## src/tso_pkg.sv

```systemverilog
/*
  Package for the transport stream output port: register offsets, reset
  values, status bit positions, packet framing counts and the carrier structs.
  Assumes a 32-bit APB register bus and one 25 MHz core clock.
*/
package tso_pkg;

  // register byte offsets, one aligned word each
  localparam logic [11:0] OFF_CTRL   = 12'h0000;
  localparam logic [11:0] OFF_STATUS = 12'h0004;
  localparam logic [11:0] OFF_MASK   = 12'h0008;
  localparam logic [11:0] OFF_STATE  = 12'h000C;

  // control field positions
  localparam int CTRL_ENABLE_BIT = 0;
  localparam int CTRL_SERIAL_BIT = 1;
  localparam int CTRL_REDUND_BIT = 2;
  localparam int CTRL_CLKINV_BIT = 3;
  localparam int CTRL_SOPINV_BIT = 4;
  localparam int CTRL_VLDINV_BIT = 5;
  localparam int CTRL_ERRINV_BIT = 6;
  localparam int CTRL_DIV_LSB    = 8;

  // status / mask bit positions
  localparam int ST_PKT_BIT   = 0;
  localparam int ST_ERR_BIT   = 1;
  localparam int ST_UNDER_BIT = 2;
  localparam int ST_SYNC_BIT  = 3;
  localparam int ST_W         = 4;

  // values after reset
  localparam logic [31:0]     CTRL_RST   = 32'h0000_0000;
  localparam logic [ST_W-1:0] STATUS_RST = 4'h0;
  localparam logic [ST_W-1:0] MASK_RST   = 4'h0;

  // packet framing counts
  localparam logic [7:0] PKT_DATA_BYTES = 8'd188;
  localparam logic [7:0] PARITY_BYTES   = 8'd20;
  localparam logic [2:0] BITS_LEFT_SER  = 3'd7;

  // decoded control register
  typedef struct packed {
    logic [7:0] half_div;
    logic       err_inv;
    logic       vld_inv;
    logic       sop_inv;
    logic       clk_inv;
    logic       redund;
    logic       serial;
    logic       enable;
  } tso_ctrl_s;

  // stream pins leaving the device
  typedef struct packed {
    logic       clk;
    logic [7:0] pdata;
    logic       sdata;
    logic       sop;
    logic       valid;
    logic       err;
  } tso_pins_s;

endpackage : tso_pkg

```

## src/tso_top.sv

```systemverilog
/*
  Transport stream output port. Takes bytes from the error-correction stage
  on a valid/ready handshake and sends 188-byte packets out in parallel or
  serial form, data only or with parity bytes, with a generated output byte
  clock and programmable flag polarity. Registers are on APB.
  Assumes: source logic on core_clk_i, power_on_reset_n_i from a board pin,
  the source supplies parity bytes right behind the data in redundancy modes.
  Limitations: the line rate is a fraction of the core clock, so the faster
  serial rates need a faster core; a late source byte stalls the clock high
  rather than inserting a gap byte, so the receiver sees a longer period.
  The first rising edge after enable carries no byte yet; a receiver should
  align on its first falling edge or on the start flag.

*/
// Register access over APB and the register addresses were decided locally.
module tso_top (
  // clock, reset, enable
  input  wire logic        core_clk_i,
  input  wire logic        rst_i,
  input  wire logic        ce_i,
  input  wire logic        power_on_reset_n_i,
  // apb slave
  input  wire logic        psel_i,
  input  wire logic        penable_i,
  input  wire logic        pwrite_i,
  input  wire logic [11:0] paddr_i,
  input  wire logic [31:0] pwdata_i,
  output logic             pready_o,
  output logic             pslverr_o,
  output logic [31:0]      prdata_o,
  // byte source
  input  wire logic        in_valid_i,
  input  wire logic [7:0]  in_data_i,
  input  wire logic        in_sop_i,
  input  wire logic        in_err_i,
  output logic             in_ready_o,
  // stream pins
  output logic             output_byte_clock_o,
  output logic [7:0]       parallel_data_out_o,
  output logic             serial_data_out_o,
  output logic             packet_start_o,
  output logic             packet_valid_strobe_o,
  output logic             packet_error_flag_o,
  // interrupt
  output logic             irq_o
);

  // power-on reset synchroniser
  logic por_meta_ff;
  logic por_sync_ff;
  logic rst_all;

  // registers
  tso_pkg::tso_ctrl_s          ctrl_ff;
  logic [tso_pkg::ST_W-1:0]    status_ff;
  logic [tso_pkg::ST_W-1:0]    mask_ff;
  logic [31:0]                 prdata_ff;

  // output engine state
  logic [10:0]     div_cnt_ff;
  logic            clk_int_ff;
  logic [7:0]      shift_ff;
  logic [2:0]      bits_left_ff;
  logic [7:0]      pos_ff;
  logic            active_ff;
  logic            err_pkt_ff;
  tso_pkg::tso_pins_s pins_ff;
  tso_pkg::tso_pins_s nxt_pins;

  // combinational helpers
  logic [10:0]     reload;
  logic [7:0]      last_pos;
  logic            tick;
  logic            fall_due;
  logic            need_byte;
  logic            load_byte;
  logic            shift_bit;
  logic            stall;
  logic            new_pkt;
  logic            sync_bad;
  logic [tso_pkg::ST_W-1:0] evt;
  logic            wr_acc;
  logic            rd_setup;
  logic            addr_ok;

  // async assert, clocked release; the first flop feeds only the second
  // a release close to a clock edge may leave the first flop metastable,
  // so only the second flop is allowed to reach the reset tree
  always_ff @(posedge core_clk_i or negedge power_on_reset_n_i) begin
    if (!power_on_reset_n_i) begin
      por_meta_ff <= 1'b0;
      por_sync_ff <= 1'b0;
    end else begin
      por_meta_ff <= 1'b1;
      por_sync_ff <= por_meta_ff;
    end
  end

  // either reset source holds the block; the pin one only after sync
  assign rst_all = rst_i | ~por_sync_ff;

  // apb decode: zero wait states, read data captured in the setup phase
  // capturing early keeps prdata on a flop at the cost of one cycle of age:
  // a status bit set during the access phase shows up on the next read
  // slverr is combinational so it stands exactly with the access phase
  assign wr_acc   = psel_i & penable_i & pwrite_i & ce_i;
  assign rd_setup = psel_i & ~penable_i & ~pwrite_i & ce_i;
  assign addr_ok  = (paddr_i == tso_pkg::OFF_CTRL) | (paddr_i == tso_pkg::OFF_STATUS) |
                    (paddr_i == tso_pkg::OFF_MASK) | (paddr_i == tso_pkg::OFF_STATE);
  assign pready_o  = 1'b1;
  assign pslverr_o = psel_i & penable_i & ~addr_ok;
  assign prdata_o  = prdata_ff;

  // control register: mode, polarity and divider
  // bit 7 is unused so the divider sits on its own byte; the struct skips
  // it, so writes and readback keep the same layout
  // changing mode while enabled may cut a packet; disable first
  always_ff @(posedge core_clk_i) begin
    if (rst_all) begin
      ctrl_ff <= tso_pkg::tso_ctrl_s'({tso_pkg::CTRL_RST[15:8], tso_pkg::CTRL_RST[6:0]});
    end else if (wr_acc && paddr_i == tso_pkg::OFF_CTRL) begin
      ctrl_ff <= tso_pkg::tso_ctrl_s'({pwdata_i[15:8], pwdata_i[6:0]});
    end
  end

  // mask register
  always_ff @(posedge core_clk_i) begin
    if (rst_all) begin
      mask_ff <= tso_pkg::MASK_RST;
    end else if (wr_acc && paddr_i == tso_pkg::OFF_MASK) begin
      mask_ff <= pwdata_i[tso_pkg::ST_W-1:0];
    end
  end

  // sticky status: write one to clear, a new event in the same cycle wins
  // letting the event win means software never loses an event that lands
  // on the very cycle of its own clear
  always_ff @(posedge core_clk_i) begin
    if (rst_all) begin
      status_ff <= tso_pkg::STATUS_RST;
    end else if (ce_i) begin
      if (wr_acc && paddr_i == tso_pkg::OFF_STATUS) begin
        status_ff <= (status_ff & ~pwdata_i[tso_pkg::ST_W-1:0]) | evt;
      end else begin
        status_ff <= status_ff | evt;
      end
    end
  end

  // level interrupt while any unmasked status bit is set
  // combinational from two flops, so it drops in the cycle after the clear
  assign irq_o = |(status_ff & mask_ff);

  // read data register, unmapped offsets read zero
  // the control word is rebuilt around the unused bit 7
  always_ff @(posedge core_clk_i) begin
    if (rst_all) begin
      prdata_ff <= 32'h0000_0000;
    end else if (rd_setup) begin
      unique case (paddr_i)
        tso_pkg::OFF_CTRL:   prdata_ff <= {16'h0000, ctrl_ff.half_div, 1'h0, ctrl_ff[6:0]};
        tso_pkg::OFF_STATUS: prdata_ff <= {28'h000_0000, status_ff};
        tso_pkg::OFF_MASK:   prdata_ff <= {28'h000_0000, mask_ff};
        tso_pkg::OFF_STATE:  prdata_ff <= {14'h0000, active_ff, err_pkt_ff,
                                           bits_left_ff, clk_int_ff, 4'h0, pos_ff};
        default:             prdata_ff <= 32'h0000_0000;
      endcase
    end
  end

  // half-period reload: parallel mode stretches the period eightfold so one
  // divider setting gives the same line rate in both forms
  assign reload = ctrl_ff.serial ? {3'b000, ctrl_ff.half_div}
                                 : {ctrl_ff.half_div, 3'b111};

  // last byte index of a frame: data only, or data plus parity
  assign last_pos = ctrl_ff.redund ? 8'(tso_pkg::PKT_DATA_BYTES + tso_pkg::PARITY_BYTES - 8'd1)
                                   : 8'(tso_pkg::PKT_DATA_BYTES - 8'd1);

  // edge scheduling: a falling edge is where new data is launched
  // the ready pulse is combinational so the byte is taken on the same edge
  // that launches it; a registered ready would cost a whole half period
  // while the clock waits for data, ready stays up until a byte arrives
  // and the divider holds at zero so the next edge comes at once
  assign tick      = ctrl_ff.enable & (div_cnt_ff == 11'h000);
  assign fall_due  = tick & clk_int_ff;
  assign need_byte = (bits_left_ff == 3'd0);
  assign load_byte = fall_due & need_byte & in_valid_i & ce_i;
  assign shift_bit = fall_due & ~need_byte & ce_i;
  // with no byte ready the clock stops high rather than send a gap byte
  assign stall     = fall_due & need_byte & ~in_valid_i;
  assign in_ready_o = fall_due & need_byte & ce_i;
  assign new_pkt   = load_byte & (in_sop_i | ~active_ff | (pos_ff == last_pos));
  assign sync_bad  = load_byte & active_ff & (in_sop_i != (pos_ff == last_pos));

  // events for the status register
  always_comb begin
    evt = '0;
    evt[tso_pkg::ST_PKT_BIT]   = new_pkt;
    evt[tso_pkg::ST_ERR_BIT]   = new_pkt & in_err_i;
    evt[tso_pkg::ST_UNDER_BIT] = stall & active_ff & ce_i;
    evt[tso_pkg::ST_SYNC_BIT]  = sync_bad;
  end

  // divider counting half periods of the output byte clock
  // while disabled it is preloaded, so the first half period after enable
  // has the length of the mode that was set before the enabling write
  // a stall parks it at zero instead of reloading, which keeps the clock
  // high for as long as the source is late
  always_ff @(posedge core_clk_i) begin
    if (rst_all) begin
      div_cnt_ff <= 11'h000;
    end else if (ce_i) begin
      if (!ctrl_ff.enable) begin
        div_cnt_ff <= reload;
      end else if (tick) begin
        if (!stall) begin
          div_cnt_ff <= reload;
        end
      end else begin
        div_cnt_ff <= div_cnt_ff - 11'd1;
      end
    end
  end

  // internal clock phase, true polarity; rises mid-bit, falls to launch
  always_ff @(posedge core_clk_i) begin
    if (rst_all) begin
      clk_int_ff <= 1'b0;
    end else if (ce_i) begin
      if (!ctrl_ff.enable) begin
        clk_int_ff <= 1'b0;
      end else if (tick && !stall) begin
        clk_int_ff <= ~clk_int_ff;
      end
    end
  end

  // data byte and serial bit position; msb goes out first
  // the parallel bus shows the shift register too, so in serial mode it
  // walks left once per bit; receivers must ignore it in that mode
  always_ff @(posedge core_clk_i) begin
    if (rst_all) begin
      shift_ff     <= 8'h00;
      bits_left_ff <= 3'd0;
    end else if (ce_i) begin
      if (!ctrl_ff.enable) begin
        bits_left_ff <= 3'd0;
      end else if (load_byte) begin
        shift_ff     <= in_data_i;
        bits_left_ff <= ctrl_ff.serial ? tso_pkg::BITS_LEFT_SER : 3'd0;
      end else if (shift_bit) begin
        shift_ff     <= {shift_ff[6:0], 1'b0};
        bits_left_ff <= bits_left_ff - 3'd1;
      end
    end
  end

  // byte position within the frame; parity runs on from data with no gap
  // a start marker from the source restarts the count at once, so a lost
  // byte costs one short packet rather than a permanently shifted frame
  // the mismatch is still reported through the sync status bit
  always_ff @(posedge core_clk_i) begin
    if (rst_all) begin
      pos_ff    <= 8'h00;
      active_ff <= 1'b0;
    end else if (ce_i) begin
      if (!ctrl_ff.enable) begin
        active_ff <= 1'b0;
        pos_ff    <= 8'h00;
      end else if (load_byte) begin
        active_ff <= 1'b1;
        pos_ff    <= new_pkt ? 8'h00 : pos_ff + 8'd1;
      end
    end
  end

  // packet error is caught with the first byte and held to the packet end
  // an error marker on a later byte is ignored; the source must know the
  // verdict for the whole packet before it hands over the first byte
  always_ff @(posedge core_clk_i) begin
    if (rst_all) begin
      err_pkt_ff <= 1'b0;
    end else if (ce_i) begin
      if (!ctrl_ff.enable) begin
        err_pkt_ff <= 1'b0;
      end else if (new_pkt) begin
        err_pkt_ff <= in_err_i;
      end
    end
  end

  // pin values before registering; polarity applied per signal
  // inversion sits after the logic so every flag keeps one internal sense
  // flipping a polarity bit while enabled shows a false edge on that pin
  // that stays at the new level
  always_comb begin
    nxt_pins       = '0;
    nxt_pins.clk   = clk_int_ff ^ ctrl_ff.clk_inv;
    nxt_pins.pdata = shift_ff;
    nxt_pins.sdata = shift_ff[7];
    // start spans the whole first byte, i.e. eight bit clocks in serial
    nxt_pins.sop   = (active_ff & (pos_ff == 8'h00)) ^ ctrl_ff.sop_inv;
    // data only: always valid; redundancy: valid over the data bytes only
    nxt_pins.valid = (active_ff & (~ctrl_ff.redund |
                     (pos_ff < tso_pkg::PKT_DATA_BYTES))) ^ ctrl_ff.vld_inv;
    nxt_pins.err   = (active_ff & err_pkt_ff) ^ ctrl_ff.err_inv;
  end

  // registered pins: clock and data share one stage, so data still changes
  // on the launching edge and stays put across the sampling edge
  always_ff @(posedge core_clk_i) begin
    if (rst_all) begin
      pins_ff <= '0;
    end else if (ce_i) begin
      pins_ff <= nxt_pins;
    end
  end

  // drive the pins
  // all pins come straight from one register stage, so they leave the
  // device with matched delay and no combinational glitches
  assign output_byte_clock_o   = pins_ff.clk;
  assign parallel_data_out_o   = pins_ff.pdata;
  assign serial_data_out_o     = pins_ff.sdata;
  assign packet_start_o        = pins_ff.sop;
  assign packet_valid_strobe_o = pins_ff.valid;
  assign packet_error_flag_o   = pins_ff.err;

endmodule : tso_top

```

## config.mk

```make
export PLATFORM = sky130hd
export DESIGN_NAME = tso_top
export DESIGN_NICKNAME = d
export VERILOG_FILES = /design/src/tso_pkg.sv /design/src/tso_top.sv
export SDC_FILE = /design/constraint.sdc
export NUM_CORES = 1
export LEC_CHECK = 0
export BUFFER_PORTS_ARGS = -buffer_cell sky130_fd_sc_hd__buf_4
export CAP_MARGIN = 10
export CORE_MARGIN = 4
export CORE_UTILIZATION = 32
export CTS_CLUSTER_DIAMETER = 30
export DETAILED_ROUTE_END_ITERATION = 7
export GPL_TIMING_DRIVEN = 1
export SYNTH_ARGS = -nofsm -noshare
export SYNTH_HDL_FRONTEND = slang
export SYNTH_SLANG_ARGS = --single-unit
```

## constraint.sdc

```tcl
create_clock -name core_clk_i -period 2.3 [get_ports core_clk_i]
set_input_delay 0.345 -clock core_clk_i [delete_from_list [all_inputs] [get_ports core_clk_i]]
set_output_delay 0.345 -clock core_clk_i [all_outputs]
set_load 0.05 [all_outputs]
```

# Word level (Yosys, flattened, before mapping)
# Cells that the tools add are included.
word_totals:
  word_cells: 129
  output_inout_bits: 49
  register_bits: 103
  in_bits: 62
classes:
  n_reduce_logical: 17
  eq_ne: 10
  n_addsub: 3
  n_lt_le_gt_ge: 1
  mux: 22
  bitwise_logic: 50
op_table:
  columns: ["operator", "n"]
  rows:
  - ["$pmux 18 s4", 1]
  - ["$mux 11", 4]
  - ["$mux 8", 5]
  - ["$and 1x1->1", 25]
  - ["$eq 12x4->1 const B", 2]
  - ["$eq 12x3->1 const B", 1]
  - ["$logic_not 12->1", 1]
  - ["$mux 3", 4]
  - ["$logic_not 11->1", 1]
  - ["$sub 11x1->11 const B", 1]
  - ["$reduce_and 2->1", 5]
  - ["$not 1->1", 9]
  - ["$add 8x1->8 const B", 1]
  - ["$and 4x4->4", 2]
  - ["$eq 8x8->1", 1]
  - ["$logic_not 8->1", 1]
  - ["$lt 8x8->1 const B", 1]
  - ["$or 4x4->4", 2]
  - ["$mux 7", 1]
  - ["$or 1x1->1", 7]
  - ["$mux 1", 6]
  - ["$ne 2x1->1 const B", 3]
  - ["$logic_and 1x1->1", 4]
  - ["$mux 4", 1]
  - ["11 further kinds", 14]

# Longest topological paths before layout
logic_depth:
  word_depth: 10
  depth_mapped: 8
  ltp_nobuf: 7

# Worst setup path before layout
# Ideal clock, no wire load.
synth_path:
  path_type: "register to register"
  startpoint: "register div_cnt_ff[0]"
  endpoint: "register status_ff[2] in the netlist's numbering"
  arrival_ns: 2.552
  setup_time_ns: 0.071
  setup_slack_ns: -0.323
  path_buffers: 0
  stages_incl_launch_ff: 8
  required_ns: 2.229
  synth_period_minus_slack_ns: 2.623
  path_cell_list: "dfxtp_1 > inv_1 > ha_1 > nor3b_1 > nand3_2 > nor3_1 > nand3b_1 > a21oi_1"
synth_between:
  elab_chain_len: 9
  word_cells_on_any_way: 10
  cone_classes: "mux (1); bitwise (8); reduce/logical (1)"
synth_lines:
  columns: ["element", "line_no", "text"]
  rows:
  - ["start: declaration", "tso_top.sv:60", "logic [10:0] div_cnt_ff;"]
  - ["start signal: assignment", "tso_top.sv:215", "div_cnt_ff <= reload;"]
  - ["start signal: assignment", "tso_top.sv:218", "div_cnt_ff <= reload;"]
  - ["start signal: assignment", "tso_top.sv:221", "div_cnt_ff <= div_cnt_ff - 11'd1;"]
  - ["$logic_not 11->1 *", "tso_top.sv:185", "assign tick = ctrl_ff.enable & (div_cnt_ff == 11'h000);"]
  - ["$and 1x1->1 *", "tso_top.sv:185", null]
  - ["$and 1x1->1 *", "tso_top.sv:186", "assign fall_due = tick & clk_int_ff;"]
  - ["$and 1x1->1 * (2 in series)", "tso_top.sv:191", "assign stall = fall_due & need_byte & ~in_valid_i;"]
  - ["$and 1x1->1 * (2 in series)", "tso_top.sv:201", "evt[tso_pkg::ST_UNDER_BIT] = stall & active_ff & ce_i;"]
  - ["$or 4x4->4, on equally long branches", "tso_top.sv:145, tso_top.sv:143", null]
  - ["$mux 4 *", "tso_top.sv:142", "if (wr_acc && paddr_i == tso_pkg::OFF_STATUS) begin"]
  - ["end signal: assignment", "tso_top.sv:140", "status_ff <= tso_pkg::STATUS_RST;"]
  - ["end signal: assignment", "tso_top.sv:143", "status_ff <= (status_ff & ~pwdata_i[tso_pkg::ST_W-1:0]) | evt;"]
  - ["end signal: assignment", "tso_top.sv:145", "status_ff <= status_ff | evt;"]
  - ["end: declaration", "tso_top.sv:55", "logic [tso_pkg::ST_W-1:0] status_ff;"]
# Every way passes the cells marked *; elsewhere a longest branch is shown, timed or not.
# A chain may end at the register's enable or synchronous reset.

# Worst setup path in the final report
layout_path:
  startpoint: "register div_cnt_ff[1]"
  endpoint: "output in_ready_o"
layout_between:
  elab_chain_len: 5
layout_lines:
  columns: ["element", "line_no", "text"]
  rows:
  - ["$logic_not 11->1", "tso_top.sv:185", null]
  - ["$and 1x1->1", "tso_top.sv:185", null]
  - ["$and 1x1->1", "tso_top.sv:186", null]
  - ["$and 1x1->1 (2 in series)", "tso_top.sv:192", "assign in_ready_o = fall_due & need_byte & ce_i;"]
  - ["end: declaration", "tso_top.sv:36", "output logic in_ready_o,"]
# Every way passes these cells.

==> flow_metrics.py <==
metrics = {
    "grt": {
        "grt_pass1_vias": 3850,
        "grt_pass1_wl_mm": 20.4,
        "antenna_found_initial": 0,
        "grtUsageTotal_pct": 16.1,
        "grt.overflow.total": 0,
        "grt_max_degree": 44,
    },
    "clocking": {
        "clkLatencyLatePin_ps": 350,
        "h-tree-depth": 3,
        "cts_sinks": 88,
        "cts_root_buffer": "clkbuf_16",
        "cts_tree": "built",
        "clkTransAtPathRegs_ps": 70,
        "numCtsBuffers": 9,
        "cts_max_path_buffers": 2,
    },
    "worst_setup_path": {
        "crit_family": "simple AND/OR/NAND/NOR gates",
        "crit_chain": "inv_1, ha_4, nor3b_4, nand3_2, buf_4, nor3_4, buf_6",
        "cpPeakStageDelay_ps": 310,
        "path_class": "register to primary output",
        "cp.required_ps": 1960,
        "end_kind": "primary output",
        "cp.arrival_ps": 1870,
        "crit_fanout": 4,
        "cpMaxStageDelayCell": "dfxtp_1",
        "path_buf_inv": 3,
        "crit_path_start_kind": "register",
    },
    "detailed_routing": {
        "vias_per_cell": 5.15,
        "ant_nets": 0,
        "firstDrtPassIters": 4,
        "drc_errors": 0,
        "drt_iter0_markers": 325,
        "post_drt_wl_per_cell_um": 16.3,
        "drt-total-wl_mm": 12.7,
        "dr_total_vias": 3995,
    },
    "synth": {
        "syn_area_sq_mm": 0.00439,
        "synthArstFlopShare_pct": 2.27,
        "ys_ff_latch": 88,
        "synth_cells": 494,
        "ys.warnings.count": 0,
        "synth_edf_count": 0,
        "yosys_most_used_dff": "dfxtp_1",
        "avgSynthCellArea_sq_um": 8.89,
        "ys_seq_area_share_pct": 40.4,
        "synth_cell_types": 60,
    },
    "pwr": {
        "power.density_mw_per_mm2": 643,
        "p_leak_nw": 2.36,
        "p_total_mw": 3.71,
        "peakVddDrop_mv": 0.411,
    },
    "sta": {
        "fin_crit_sh_pct": 96.5,
        "finalMaxSlewViolations": 0,
        "fin_worst_skew_ps": 8.64,
        "hold_viol": 0,
        "fmax_mhz": 451,
        "min_period_ps": 2220,
        "worst_slack_ps": 81.3,
        "setup_viol": 0,
        "slew-limit-headroom_pct": 63.9,
        "tightest_slew_ps": 541,
    },
    "floorplanning": {
        "initial_core_util_pct": 32.9,
        "die_area_sq_mm": 0.0157,
        "die_y_um": 125,
        "die_x_um": 125,
        "num_rows": 42,
        "ios": 111,
        "coreArea_sq_mm": 0.0133,
    },
    "placement": {
        "place_hpwl_mm": 9.51,
        "dp_slack_ps": 38.0,
        "numPortBuffers": 78,
        "place_inst": 758,
        "routabilityCongestion": 0.870,
    },
    "final_layout": {
        "layout.cells.non_filler": 776,
        "finalNetCount": 663,
        "final_core_util_pct": 43.2,
        "n_antenna_cell": 0,
        "syn_to_final_growth_pct": 31.4,
        "fill_cells": 1326,
        "drive_gt1_share_pct": 26.7,
    },
    "run": {
        "maxCapViolations": 0,
    },
    "run_status": {
        "status": "finished clean",
    },
    "hold_path": {
        "hold_path.class": "input pin to register",
    },
}
==> cell usage after synthesis (4+ instances only) <==
cell       n  area share [%]
a21oi_1   32             3.6
nand2_1   25             2.1
nor3b_1    4            0.68
ha_1       6             1.7
mux2i_1   37             8.4
a211oi_1   5            0.86
o21ai_0   27             3.1
dfxtp_1   86              39
buf_4     16             2.7
a31oi_1    5            0.71
and3_1    11             1.6
nor2_1    61             5.2
nand4_1    8             1.1
xor2_1     8             1.6
a221o_1    8             1.8
inv_1     16             1.4
nor3_1     7            0.80
nand3_1   16             1.8
buf_2      7            0.80
a22oi_1    9             1.5
clkbuf_1  19             1.6
mux4_2     4             2.1
or4_1      6             1.0
==> state kept, by name, indices dropped and copies added (netlist names), 3 cells and up <==
| name | flops |
|---|---|
| div_cnt_ff | 11 |
| parallel_data_out_o | 8 |
| prdata_o | 18 |
| ctrl_ff | 15 |
| mask_ff | 4 |
| pos_ff | 8 |
| status_ff | 4 |
| shift_ff | 8 |
| bits_left_ff | 3 |
==> final timing paths <==
check	from	endpoint	slack, ps	depth (start not counted)
setup / recovery	div_cnt_ff[1]	in_ready_o	80	7
hold / removal	pwdata_i[12]	ctrl_ff[11]	230	3
setup reg to reg	div_cnt_ff[2]	pos_ff[6]	110	6
hold reg to reg	por_meta_ff	por_sync_ff	350	0
max in group asynchronous	power_on_reset_n_i	por_sync_ff	1900	2
min in group asynchronous	power_on_reset_n_i	por_meta_ff	310	2
==> what timing repair did <==
| item | 4_1_cts | 5_1_grt |
|---|---|---|
| buffers inserted | 0 | 1 |
| setup endpoints to repair | 3 | 20 |
| hold buffers | 1 | 0 |
| pin swaps | 0 | 4 |
| resized for setup | 4 | 3 |
| endpoints found under the hold margin | 2 | 0 |
| cloned | 0 | 0 |
==> where the power goes <==
group          internal, mW  leakage [nW]  total [mW]  switching (mW)
Sequential             1.53         0.717        1.54         0.00895
Clock                  1.21         0.183        1.85           0.647
Combinational         0.120          1.46       0.313           0.193
==> metal layers <==
layer  track usage [%]  vias up  part of all wire, %
met1              22.2     1895                   46
li1                  -     1966                    -
met5                 0        -                    0
met3              3.58       18                  5.9
met2              24.5      116                   46
met4              6.12        0                  1.8
==> cell families after synthesis <==
| kind of cell | synth area share (%) |
|---|---|
| other | 0.171 |
| adder cells (fa/ha/maj) | 1.71 |
| AO/OA/AOI/OAI | 16.9 |
| XOR/XNOR | 2.00 |
| buffers and inverters | 6.78 |
| AND/OR/NAND/NOR | 21.6 |
| flip-flops | 40.4 |
| multiplexers | 10.5 |
==> worst reg2reg max path, delay by kind of cell, from the launching register on <==
kind | cells | cell delay, ps
simple gates | 3 | 890
compound gates | 1 | 440
flops | 1 | 390
buf+inv | 1 | 210
xor+xnor | 1 | 150
==> area by class of cell <==
cell class	count	area, sq um	area share, %
clock inverter	6	138	2.39
inverter	16	60.1	1.04
clock buffer	10	239	4.14
timing repair buffer	121	927	16.1
sequential	88	1770	30.7
tap	176	220	3.82
multi-input combinational	359	2410	41.8
==> per-stage QoR <==
step	setup TNS (ps)	hold slack, ps	instance area [sq um]
finish	0	229	5770
global route	-1.76	231	5770
CTS	0	215	5750
detailed placement	0	133	5340
global placement	0	132	5340
floorplan	0	49.4	4450
==> placed cells by master (no fill, tap or decap), types with 3 or more instances in the layout <==
master     netlist  layout
nand2_1         25      25
nand4bb_1        3       3
a31oi_1          5       5
nand3b_1         3       3
conb_1           2      16
o21ai_0         27      27
nor3_1           7       6
or3_1            3       3
clkbuf_16        0       9
a22oi_1          9       9
a211oi_1         5       5
nor3b_1          4       3
and3_1          11      11
a221o_1          8       8
a21oi_1         32      32
nand4_1          8       8
mux4_2           4       4
bufinv_16        0       4
inv_1           16      15
dfxtp_1         86      86
buf_4           16     118
nand3_2          3       3
xor2_1           8       8
o22ai_1          3       3
mux2i_1         37      37
nand3_1         16      16
or4_1            6       6
ha_1             6       5
nor4_1           3       3
nor2_1          61      61
o21a_1           3       3
Power figures use the tool's default switching activity.
